**config.mk**
```make
export PLATFORM = sky130hd
export DESIGN_NAME = usfbg_top
export DESIGN_NICKNAME = d
export VERILOG_FILES = /design/src/inc/usfbg_pkg.sv /design/src/hdl/usfbg_baud_div.sv /design/src/hdl/usfbg_top.sv
export SDC_FILE = /design/constraint.sdc
export NUM_CORES = 1
export LEC_CHECK = 0
export ABC_AREA = 1
export BUFFER_PORTS_ARGS = -buffer_cell sky130_fd_sc_hd__buf_2
export CAP_MARGIN = 10
export CORE_UTILIZATION = 35
export DETAILED_ROUTE_END_ITERATION = 8
export GPL_TIMING_DRIVEN = 1
export HOLD_SLACK_MARGIN = 0.03
export PLACE_DENSITY = 0.51
export SYNTH_ARGS = -nofsm -noshare
export SYNTH_HDL_FRONTEND = slang
export SYNTH_SLANG_ARGS = --single-unit
```
**constraint.sdc**
```tcl
create_clock -name core_clk -period 2.32 [get_ports core_clk]
set_clock_uncertainty 0.15 [all_clocks]
set_input_delay 0.696 -clock core_clk [delete_from_list [all_inputs] [get_ports core_clk]]
set_output_delay 0.696 -clock core_clk [all_outputs]
set_load 0.05 [all_outputs]
```
**src/inc/usfbg_pkg.sv**
```systemverilog
// Constants shared by the serial status-flag and bit-rate generator block.
package usfbg_pkg;

	localparam logic [7:0] ADDR_DATA   = 8'h47;
	localparam logic [7:0] ADDR_STATUS = 8'h4A;
	localparam logic [7:0] ADDR_BAUD   = 8'h4B;

	localparam int unsigned ST_TX_BUFFER_EMPTY = 7;
	localparam int unsigned ST_TC   = 6;
	localparam int unsigned ST_RX_BUFFER_FULL = 5;
	localparam int unsigned ST_IDLE = 4;
	localparam int unsigned ST_OR   = 3;
	localparam int unsigned ST_NF   = 2;
	localparam int unsigned ST_FE   = 1;

	localparam int unsigned BD_DIVIDER_CLEAR_TEST   = 7;
	localparam int unsigned BD_SCP_HI = 5;
	localparam int unsigned BD_SCP_LO = 4;
	localparam int unsigned BD_RX_CLOCK_TEST   = 3;
	localparam int unsigned BD_SCR_HI = 2;
	localparam int unsigned BD_SCR_LO = 0;

	localparam logic [7:0] STATUS_RESET = 8'hC0;
	localparam logic [7:0] BAUD_RESET   = 8'h00;
	localparam logic [7:0] READ_ZERO    = 8'h00;

	localparam logic [3:0] IDLE_ONES_8BIT = 4'hA;
	localparam logic [3:0] IDLE_ONES_9BIT = 4'hB;

	localparam logic [3:0] OVERSAMPLE_LAST = 4'hF;
	localparam int unsigned SECOND_STAGE_RATIO_WIDTH     = 7;

	typedef enum logic [1:0] {
		USFBG_RUN  = 2'b01,
		USFBG_STOP = 2'b10
	} usfbg_power_t;

	// Terminal count of the first divider stage: ratio minus one.
	function automatic logic [3:0] usfbg_first_stage_ratio_last(input logic [1:0] sel);
		logic [3:0] last;
		last = 4'h0;
		case (sel)
			2'b00:   last = 4'h0;
			2'b01:   last = 4'h2;
			2'b10:   last = 4'h3;
			2'b11:   last = 4'hC;
			default: last = 4'h0;
		endcase
		return last;
	endfunction

endpackage
```
**src/hdl/usfbg_baud_div.sv**
```systemverilog
// Two-stage bit-rate divider producing the 16x sample tick and the bit tick.
`timescale 1ns/100ps
module usfbg_baud_div (
	input  wire logic       core_clk,
	input  wire logic       rst_n,
	input  wire logic       clear,
	input  wire logic       halt,
	input  wire logic [1:0] first_stage_ratio_sel,
	input  wire logic [2:0] second_stage_ratio_sel,
	output logic            sample_tick,
	output logic            bit_tick
);
	import usfbg_pkg::*;

	logic [3:0]            pre_cnt;
	logic [3:0]            next_pre_cnt;
	logic [SECOND_STAGE_RATIO_WIDTH-1:0] rate_cnt;
	logic [SECOND_STAGE_RATIO_WIDTH-1:0] next_rate_cnt;
	logic [3:0]            over_cnt;
	logic [3:0]            next_over_cnt;
	logic                  next_sample_tick;
	logic                  next_bit_tick;
	logic                  pre_tick;
	logic [SECOND_STAGE_RATIO_WIDTH-1:0] rate_mask;

	// Stage two is free running; a tick falls when the low field bits are all ones.
	always_comb begin
		rate_mask        = SECOND_STAGE_RATIO_WIDTH'((8'h01 << second_stage_ratio_sel) - 8'h01);
		pre_tick         = (pre_cnt >= usfbg_first_stage_ratio_last(first_stage_ratio_sel));
		next_pre_cnt     = pre_cnt;
		next_rate_cnt    = rate_cnt;
		next_over_cnt    = over_cnt;
		next_sample_tick = 1'b0;
		next_bit_tick    = 1'b0;
		if (clear) begin
			next_pre_cnt  = 4'h0;
			next_rate_cnt = '0;
			next_over_cnt = 4'h0;
		end else if (!halt) begin
			next_pre_cnt = pre_tick ? 4'h0 : pre_cnt + 4'h1; // [RQ15]
			if (pre_tick) begin
				next_rate_cnt = rate_cnt + SECOND_STAGE_RATIO_WIDTH'(1);
				if ((rate_cnt & rate_mask) == rate_mask) begin // [RQ16]
					next_sample_tick = 1'b1; // [RQ17]
					next_over_cnt    = over_cnt + 4'h1;
					next_bit_tick    = (over_cnt == OVERSAMPLE_LAST); // [RQ17]
				end
			end
		end
	end

	always_ff @(posedge core_clk or negedge rst_n) begin
		if (!rst_n) begin
			pre_cnt     <= 4'h0;
			rate_cnt    <= '0;
			over_cnt    <= 4'h0;
			sample_tick <= 1'b0;
			bit_tick    <= 1'b0;
		end else begin
			pre_cnt     <= next_pre_cnt;
			rate_cnt    <= next_rate_cnt;
			over_cnt    <= next_over_cnt;
			sample_tick <= next_sample_tick;
			bit_tick    <= next_bit_tick;
		end
	end

endmodule

```
**src/hdl/usfbg_top.sv**
```systemverilog
// Status flags, clearing sequences and bit-rate generator of the serial port.
//
// Notes on behaviour
// [RQ1] Buffer-to-shifter move sets transmit-empty; while clear, a data write replaces the byte.
// [RQ2] Transmit-empty clears only on status read seeing it, then data write.
// [RQ3] Transmit-complete sets when nothing is left to send; never stalls transmitter.
// [RQ4] Transmit-complete clears on access seeing it set, then data write.
// [RQ5] Shifter-to-buffer move sets receive-full; status read then data read clears it.
// [RQ6] Ten ones, eleven in nine-bit format, set idle; never while asleep.
// [RQ7] After clearing, idle stays clear until receive-full sets again.
// [RQ8] Idle clears on status read seeing it, then data read.
// [RQ9] Byte arriving while receive-full set raises overrun and is discarded.
// [RQ10] Overrun clears on status read seeing it, then data read.
// [RQ11] Working noise flag copies into visible noise flag when byte is buffered.
// [RQ12] Noise has no interrupt; clears on status read then data read.
// [RQ13] Zero stop bit sets framing error with receive-full, not on overrun.
// [RQ14] Framing error blocks buffer loads; clears on status read then data read.
// [RQ15] First stage divides by 1, 3, 4 or 13.
// [RQ16] Second stage divides by two to the power of the rate field.
// [RQ17] Bit rate is clock over 16 and both ratios; sampling runs 16x.
// [RQ18] Counter-clear test bit resets dividers in test mode only, reads zero.
// [RQ19] Receive-clock test bit drives toggled 16x clock on transmit pin, reads zero.
// [RQ20] Stop state halts the generator; transmission resumes afterwards.
// [RQ21] Stop state during reception stops sampling; remaining bits are lost.
// [RQ22] Software should idle the port before entering the stop state.
// [RQ23] While asleep no receive flag sets and earlier flags stay unchanged.
// [RQ24] While the receiver is disabled all receiver flags are held clear.
// [RQ25] Status register is read-only; only events and sequences change it.
`timescale 1ns/100ps
module usfbg_top (
	input  wire logic       core_clk,
	input  wire logic       rst_n,
	input  wire logic [7:0] bus_addr,
	input  wire logic [7:0] bus_wdata,
	input  wire logic       bus_wr,
	input  wire logic       bus_rd,
	output logic      [7:0] bus_rdata,
	input  wire logic       test_mode,
	input  wire logic       stop_mode,
	input  wire logic       receiver_enable,
	input  wire logic       receiver_sleep,
	input  wire logic       nine_bit_mode,
	input  wire logic       tx_xfer,
	input  wire logic       tx_idle,
	input  wire logic       rx_byte_ready,
	input  wire logic       rx_stop_bit,
	input  wire logic       rx_frame_start,
	input  wire logic       rx_noise_event,
	input  wire logic       rx_bit_done,
	input  wire logic       rx_bit_value,
	input  wire logic [7:0] rx_byte,
	output logic      [7:0] serial_status_flags,
	output logic      [7:0] tx_data,
	output logic            tx_data_write,
	output logic            rx_buffer_load,
	output logic            rx_sample_tick,
	output logic            baud_tick,
	output logic            tx_pin_test_en,
	output logic            tx_pin_test_value
);
	import usfbg_pkg::*;

	// Reset release synchroniser.
	logic rst_meta;
	logic rst_sync_n;

	always_ff @(posedge core_clk or negedge rst_n) begin
		if (!rst_n) begin
			rst_meta   <= 1'b0;
			rst_sync_n <= 1'b0;
		end else begin
			rst_meta   <= 1'b1;
			rst_sync_n <= rst_meta;
		end
	end

	// Bus decode.
	logic wr_data;
	logic wr_baud;
	logic rd_data;
	logic rd_status;

	assign wr_data   = bus_wr && (bus_addr == ADDR_DATA);
	assign wr_baud   = bus_wr && (bus_addr == ADDR_BAUD);
	assign rd_data   = bus_rd && (bus_addr == ADDR_DATA);
	assign rd_status = bus_rd && (bus_addr == ADDR_STATUS);

	// Baud register and test controls.
	logic [1:0]   first_stage_ratio_sel;
	logic [2:0]   second_stage_ratio_sel;
	logic         rx_clock_test;
	logic         divider_clear_test;
	logic [1:0]   next_first_stage_ratio_sel;
	logic [2:0]   next_second_stage_ratio_sel;
	logic         next_rx_clock_test;
	logic         next_divider_clear_test;
	logic         rx_clk_phase;
	logic         next_rx_clk_phase;
	usfbg_power_t power;
	usfbg_power_t next_power;
	logic         div_sample_tick;
	logic         div_bit_tick;
	logic         running;

	always_comb begin
		next_first_stage_ratio_sel           = first_stage_ratio_sel;
		next_second_stage_ratio_sel           = second_stage_ratio_sel;
		next_rx_clock_test      = rx_clock_test && test_mode; // [RQ19]
		next_divider_clear_test = 1'b0;
		if (wr_baud) begin
			next_first_stage_ratio_sel = bus_wdata[BD_SCP_HI:BD_SCP_LO];
			next_second_stage_ratio_sel = bus_wdata[BD_SCR_HI:BD_SCR_LO];
			// The clear bit is transitory: it lives one cycle and never reads back.
			next_divider_clear_test = bus_wdata[BD_DIVIDER_CLEAR_TEST] && test_mode; // [RQ18]
			next_rx_clock_test      = bus_wdata[BD_RX_CLOCK_TEST] && test_mode; // [RQ19]
		end
		next_power = stop_mode ? USFBG_STOP : USFBG_RUN;
		next_rx_clk_phase = rx_clk_phase ^ div_sample_tick; // [RQ19]
	end

	always_ff @(posedge core_clk or negedge rst_sync_n) begin
		if (!rst_sync_n) begin
			first_stage_ratio_sel           <= BAUD_RESET[BD_SCP_HI:BD_SCP_LO];
			second_stage_ratio_sel           <= BAUD_RESET[BD_SCR_HI:BD_SCR_LO];
			rx_clock_test      <= 1'b0;
			divider_clear_test <= 1'b0;
			rx_clk_phase       <= 1'b0;
			power              <= USFBG_RUN;
		end else begin
			first_stage_ratio_sel           <= next_first_stage_ratio_sel;
			second_stage_ratio_sel           <= next_second_stage_ratio_sel;
			rx_clock_test      <= next_rx_clock_test;
			divider_clear_test <= next_divider_clear_test;
			rx_clk_phase       <= next_rx_clk_phase;
			power              <= next_power;
		end
	end

	// Halting the divider freezes every tick, so sampling of a frame in flight stops.
	usfbg_baud_div u_baud_div (
		.core_clk    (core_clk),
		.rst_n       (rst_sync_n),
		.clear       (divider_clear_test), // [RQ18]
		.halt        (!running), // [RQ20]
		.first_stage_ratio_sel    (first_stage_ratio_sel),
		.second_stage_ratio_sel    (second_stage_ratio_sel),
		.sample_tick (div_sample_tick),
		.bit_tick    (div_bit_tick)
	);

	// Stop takes hold in the very cycle it is asked for, so no stale tick slips out.
	assign running           = (power == USFBG_RUN) && (next_power == USFBG_RUN); // [RQ20]
	// No tick leaves during stop, so sampling ends and the rest of a character is lost.
	assign rx_sample_tick    = div_sample_tick && running; // [RQ21]
	assign baud_tick         = div_bit_tick && running; // [RQ20]
	assign tx_pin_test_en    = rx_clock_test; // [RQ19]
	assign tx_pin_test_value = rx_clk_phase; // [RQ19]

	// Transmit buffer.
	logic [7:0] next_tx_data;
	logic       tx_accept;

	always_comb begin
		next_tx_data = tx_data;
		if (wr_data) begin
			next_tx_data = bus_wdata; // [RQ1]
		end
	end

	always_ff @(posedge core_clk or negedge rst_sync_n) begin
		if (!rst_sync_n) begin
			tx_data       <= 8'h00;
			tx_data_write <= 1'b0;
		end else begin
			tx_data       <= next_tx_data;
			tx_data_write <= wr_data && tx_accept; // [RQ2]
		end
	end

	// Status flags and their clearing sequences.
	logic [7:0] flags;
	logic [7:0] next_flags;
	logic [7:0] armed;
	logic [7:0] next_armed;
	logic       work_noise;
	logic       next_work_noise;
	logic       idle_allowed;
	logic       next_idle_allowed;
	logic [3:0] ones_cnt;
	logic [3:0] next_ones_cnt;
	logic [3:0] ones_limit;
	logic       rx_active;
	logic       rx_blocked;
	logic       idle_hit;

	assign ones_limit = nine_bit_mode ? IDLE_ONES_9BIT : IDLE_ONES_8BIT; // [RQ6]
	assign rx_active  = receiver_enable && !receiver_sleep; // [RQ23] [RQ24]
	// A framing error or full buffer stops the load.
	assign rx_blocked = flags[ST_RX_BUFFER_FULL] || flags[ST_FE]; // [RQ9] [RQ14]
	assign rx_buffer_load = rx_byte_ready && rx_active && !rx_blocked; // [RQ5]
	assign idle_hit = rx_bit_done && rx_bit_value && (ones_cnt == ones_limit - 4'h1);

	always_comb begin
		next_flags        = flags;
		next_armed        = armed;
		next_work_noise   = work_noise;
		next_idle_allowed = idle_allowed;
		next_ones_cnt     = ones_cnt;

		// Clears first, so that a set in the same cycle wins.
		if (wr_data) begin
			if (armed[ST_TX_BUFFER_EMPTY]) begin
				next_flags[ST_TX_BUFFER_EMPTY] = 1'b0; // [RQ2]
			end
			if (armed[ST_TC]) begin
				next_flags[ST_TC] = 1'b0; // [RQ4]
			end
			next_armed[ST_TX_BUFFER_EMPTY] = 1'b0;
			next_armed[ST_TC]   = 1'b0;
		end
		if (rd_data) begin
			if (armed[ST_RX_BUFFER_FULL]) begin
				next_flags[ST_RX_BUFFER_FULL] = 1'b0; // [RQ5]
			end
			if (armed[ST_IDLE]) begin
				next_flags[ST_IDLE] = 1'b0; // [RQ8]
			end
			if (armed[ST_OR]) begin
				next_flags[ST_OR] = 1'b0; // [RQ10]
			end
			if (armed[ST_NF]) begin
				next_flags[ST_NF] = 1'b0; // [RQ12]
			end
			if (armed[ST_FE]) begin
				next_flags[ST_FE] = 1'b0; // [RQ14]
			end
			next_armed[ST_RX_BUFFER_FULL:ST_FE] = 5'h00;
		end
		// A status read arms each flag it sees set for the following data access.
		if (rd_status) begin
			next_armed = flags; // [RQ2] [RQ4]
		end

		// Transmit side.
		if (tx_xfer) begin
			next_flags[ST_TX_BUFFER_EMPTY] = 1'b1; // [RQ1]
		end
		if (tx_idle) begin
			next_flags[ST_TC] = 1'b1; // [RQ3]
		end

		// Working noise follows the frame in the shifter only.
		if (rx_frame_start) begin
			next_work_noise = rx_noise_event; // [RQ11]
		end else if (rx_noise_event) begin
			next_work_noise = 1'b1; // [RQ11]
		end

		// Consecutive ones on the line.
		if (rx_bit_done) begin
			if (!rx_bit_value) begin
				next_ones_cnt = 4'h0;
			end else if (ones_cnt != ones_limit) begin
				next_ones_cnt = ones_cnt + 4'h1;
			end
		end

		if (rx_active) begin
			if (rx_byte_ready && flags[ST_RX_BUFFER_FULL]) begin
				next_flags[ST_OR] = 1'b1; // [RQ9]
			end
			if (rx_buffer_load) begin
				next_flags[ST_RX_BUFFER_FULL] = 1'b1; // [RQ5]
				next_flags[ST_NF]   = work_noise || rx_noise_event; // [RQ11]
				next_flags[ST_FE]   = !rx_stop_bit; // [RQ13]
				next_idle_allowed   = 1'b1; // [RQ7]
			end
			if (idle_hit && idle_allowed) begin
				next_flags[ST_IDLE] = 1'b1; // [RQ6]
				next_idle_allowed   = 1'b0; // [RQ7]
			end
		end

		// Disabled receiver holds its flags clear.
		if (!receiver_enable) begin
			next_flags[ST_RX_BUFFER_FULL:ST_FE] = 5'h00; // [RQ24]
			next_work_noise           = 1'b0;
		end
		next_flags[0] = 1'b0;
		next_armed[0] = 1'b0;
	end

	always_ff @(posedge core_clk or negedge rst_sync_n) begin
		if (!rst_sync_n) begin
			flags        <= STATUS_RESET;
			armed        <= 8'h00;
			work_noise   <= 1'b0;
			idle_allowed <= 1'b1;
			ones_cnt     <= 4'h0;
		end else begin
			flags        <= next_flags;
			armed        <= next_armed;
			work_noise   <= next_work_noise;
			idle_allowed <= next_idle_allowed;
			ones_cnt     <= next_ones_cnt;
		end
	end

	assign serial_status_flags = flags;

	// A byte goes out if it replaces an unsent one or follows the arming status read.
	assign tx_accept = !flags[ST_TX_BUFFER_EMPTY] || armed[ST_TX_BUFFER_EMPTY]; // [RQ1] [RQ2]

	// Read data stands for one cycle after the strobe; writes to status are ignored.
	logic [7:0] next_bus_rdata;
	logic [7:0] baud_view;

	assign baud_view = {2'b00, first_stage_ratio_sel, 1'b0, second_stage_ratio_sel}; // [RQ18] [RQ19]

	always_comb begin
		next_bus_rdata = READ_ZERO;
		if (bus_rd) begin
			case (bus_addr)
				ADDR_DATA:   next_bus_rdata = rx_byte;
				ADDR_STATUS: next_bus_rdata = flags; // [RQ25]
				// Test bits always read back as zero.
				ADDR_BAUD: begin
					next_bus_rdata = baud_view;
				end
				default:     next_bus_rdata = READ_ZERO;
			endcase
		end
	end

	always_ff @(posedge core_clk or negedge rst_sync_n) begin
		if (!rst_sync_n) begin
			bus_rdata <= READ_ZERO;
		end else begin
			bus_rdata <= next_bus_rdata;
		end
	end

endmodule

```
==> run summary <==
Growth of design area from synthesis to finish: 22.4%. The critical path goes through buf_2 > nor2_1 > nand2_1 > nor2_1 > buf_2. Prevailing post-synth register cell: dfrtp_1. The core region is 0.00942 mm^2. Row generation in the floorplan step produced 35 rows. The worst-path maximum fanout works out to 4.

In the post-synthesis netlist, the biggest area contributors are dfrtp_1 45%, nand2_1 9.6%, inv_1 5.5%. The worst register-to-register path begins at first_stage_ratio_sel[1]. The analysis attributes to cell leakage a power of 0.00225 uW. Fill cells in the final layout number 959. The port buffer count works out to 69. DRC violations left: 0. The tools report the launching element type of the critical path as an input pin.

The number of H-tree branching levels was 3. Tracing the worst setup path back leads to its startpoint at stop_mode. In this run the horizontal extent of the chip is 101 um. The first TritonRoute pass finished after 4 iterations. The run gives 0 as the count of yosys warnings during synthesis. The worst hold slack came out at 115 ps. Floorplan die area: 0.0103 mm^2. The total setup violations reported at the end of the flow is 0. Slowest cell on the critical path: buf_2.

In the final layout, the multi-input gates occupy 0.00152 mm^2. Cell taking the most area after synthesis: dfrtp_1. For the pin with the worst max-slew slack, the measured transition is 561 ps. The logs give 0.173 for the total global routing track utilization and 2897 for the total via count in the routed design. In this run the deepest clock path goes through 2 buffers. The tools report the starting utilization of the core area as 0.368. The tools report the clock root buffer as clkbuf_8.

The max capacitance violation total is 0. The sequential cells in the finished layout cover a total of 0.00166 mm^2. Setup repair after global routing left no endpoint under its margin. The logs give 0.450 for the post-route core utilization and 3690 um for the routed length on met1. The run gives 77 as the number of DRC violations after detailed-routing iteration 0. Buffers inserted during clock tree synthesis total 9. VDD sags by at most 0.000366 V. The detailed-route wire length per cell is 12.5 um, and the sum of routed wire length over all layers is 7890 um. The logs give 0.00346 mm^2 for the summed instance area of the synthesized netlist and 0 for the remaining antenna violation count. Once placement completed, the tool counted placed cells totaling 614.

In the final design database the tool counted 550 nets. The count of mapped cells out of synthesis came out at 410. The share of synthesized area occupied by flip-flops and latches came out at 0.478. The critical path in this run is classified as input pin to output pin. The average instance in the mapped netlist occupies 8.45 um^2. Capturing element type of the critical path: an output pin.

The fraction of synthesized cell area taken by the top area cell type came out at 0.448. Dividing total power by cell area gives a power density of 669 mW/mm^2. Total count of hold-check failures in the final report: 0.

For the worst setup path, the data required time is 1470 ps. The internal power of the cells totals 1970 uW. The run gives 0.193 as the share of total power in combinational logic. The delay contributed by the slowest stage of the critical path came out at 260 ps.

The synthesized design contains 66 register bits. After the flow finishes, the layout carries non-filler instances totaling 632. The clock transition at the registers of the reported paths was 70 ps. Yosys mapped a number of flops with a built-in enable equal to 0.

Counting every net in the synthesized netlist gives 462. Detailed routing placed a total of 353 um of wire on met3. TritonCTS built the clock tree.

The met2 routed wirelength is 3740 um, and the count of unique library cells instantiated by Yosys is 40. The worst endpoint data arrival time is 1360 ps, and the share of flip-flops with an asynchronous set or reset is 1.00. The die is 101 um tall. The number of global-route vias before repair was 2885; the final max-slew violation count was 0. The tools report the peak clock frequency supported by timing as 0.453 GHz.

The share of total power consumed by net switching was 0.306. The repair_antennas step left the layout with diodes totalling 0. The largest net degree at the start of global routing is 25, and the portion of the clock cycle consumed by the worst path in the final layout is 0.952.

During I/O placement, the number of pins put on the boundary was 71. The total net switching power was 868 uW. The later pin in the worst-skew pair is clocked with a latency of 340 ps. Global routing finished with a remaining overflow of 0. The run gives 0.491 as the share of power burned in registers.

The first global-routing pass estimated 13600 um of wire. The number of sinks handled by clock tree synthesis was 66. In this run the worst hold path is classified as flop to asynchronous set/reset pin. The flow ran to the end, and the final reports show no timing, DRC or antenna violations. The tools report the share of total power in the clock network as 0.317.

Uppermost signal routing layer after detailed routing: met4. For the relative slew slack, the log shows 0.626. The fraction of final layout cells with drive strength greater than 1 is 0.266. Routed via count divided by cell count: 4.58. The initial antenna violation count was 0; the minimum clock period was 2210 ps.

The post-detailed-placement half-perimeter wirelength was 6210 um; the final weighted congestion in routability-driven placement was 0.815.
[timing repair]
item | CTS | global route
endpoints found under the hold margin | 2 | 0
setup endpoints to repair | 0 | 6
hold buffers | 1 | 0
gates resized for setup | 0 | 4
setup buffers | 0 | 1
[cells in the final DEF, fill, tap and decap left out, types with 2 or more instances in the layout]
| cell | n |
|---|---|
| nor3_4 | 2 |
| o21ai_0 | 16 |
| nor2_2 | 3 |
| inv_2 | 9 |
| dfrtp_1 | 61 |
| nor3_2 | 2 |
| nand3_1 | 38 |
| xnor2_1 | 2 |
| buf_4 | 14 |
| nor3_1 | 3 |
| clkinv_2 | 3 |
| inv_1 | 51 |
| a21oi_1 | 8 |
| nand2_1 | 89 |
| ha_1 | 11 |
| clkbuf_1 | 3 |
| o211ai_1 | 3 |
| o21bai_1 | 4 |
| nor2_1 | 25 |
| buf_2 | 68 |
| or2_0 | 2 |
| nand3_2 | 3 |
| o31ai_1 | 2 |
| xor2_1 | 12 |
| o21ai_1 | 19 |
| conb_1 | 2 |
| nand2_2 | 7 |
| dfstp_2 | 4 |
| clkbuf_8 | 9 |
| nand4_1 | 11 |
[routing by layer]
layer	vias up	global-route usage
met5	-	0
met4	0	0.0602
met3	10	0.0524
met2	48	0.283
met1	1339	0.217
li1	1500	-
[synth_stat cells (all sizes together) (3+ instances only)]
| library cell | instances |
|---|---|
| nor2 | 29 |
| inv | 61 |
| o21bai | 4 |
| ha | 11 |
| o21ai | 36 |
| nor3 | 7 |
| dfstp | 4 |
| xor2 | 12 |
| a21oi | 8 |
| dfrtp | 62 |
| nand2 | 96 |
| nand3 | 42 |
| buf | 6 |
| or2 | 4 |
| o211ai | 3 |
| nand4 | 11 |
[cell type report]
| cell class | instances | share of cell area |
|---|---|---|
| timing repair buffer | 85 | 0.115 |
| tap | 129 | 0.0381 |
| inverter | 61 | 0.0546 |
| multi-input combinational | 275 | 0.359 |
| clock buffer | 12 | 0.0319 |
| sequential | 66 | 0.391 |
| clock inverter | 4 | 0.0106 |
[state kept, by name, indices dropped and copies added (netlist names), 2 cells and up]
signal	cells
armed	7
bus_rdata	8
first_stage_ratio_sel	2
ones_cnt	4
power	2
second_stage_ratio_sel	3
serial_status_flags	7
tx_data	8
u_baud_div.over_cnt	4
u_baud_div.pre_cnt	4
u_baud_div.rate_cnt	7
[cells by family after synthesis]
family,Yosys count,share of synthesized area
AOI/OAI and AO/OA,56,0.0964
adders and majority gates,11,0.0397
buffers and inverters,69,0.0845
other,2,0.00217
and+or+nand+nor,192,0.264
DFF,66,0.478
xor gates and xnor gates,14,0.0354
[power groups by stage]
stage | combinational [uW] | clock [uW] | sequential, uW
after floorplan | 325 | 0 | 1460
after global placement | 532 | 0 | 1410
after detailed placement | 542 | 0 | 1410
after CTS | 547 | 939 | 1390
after global routing | 624 | 978 | 1410
final | 547 | 899 | 1390
[path summary, 6_finish.rpt]
check                           slack [ps]  depth (start not counted)                endpoint
worst min register to register         120                          0            bus_rdata[4]
min in group core_clk                  200                          0              rst_sync_n
max in group asynchronous             1300                          1  u_baud_div.rate_cnt[5]
worst max-delay path                   110                          5          rx_sample_tick
worst min-delay path                   120                          0            bus_rdata[4]
worst max register to register         270                         10  u_baud_div.over_cnt[0]
[critical path, delay by kind of cell]
family | cells | cell delay, ps
buf+inv | 2 | 380
simple gates | 3 | 280
[per-stage QoR]
stage / setup TNS (ps) / setup WS, ps / instance area [um^2] / power [uW]
2_1_floorplan: -127 / -63.7 / 3460 / 1780
3_3_place_gp: 0 / 119 / 4030 / 1940
3_5_place_dp: 0 / 86.1 / 4030 / 1950
4_1_cts: 0 / 81.5 / 4220 / 2880
5_1_grt: 0 / 1.96 / 4240 / 3010
6_report: 0 / 111 / 4240 / 2840
Note: power is estimated with default switching activity, not from simulation.
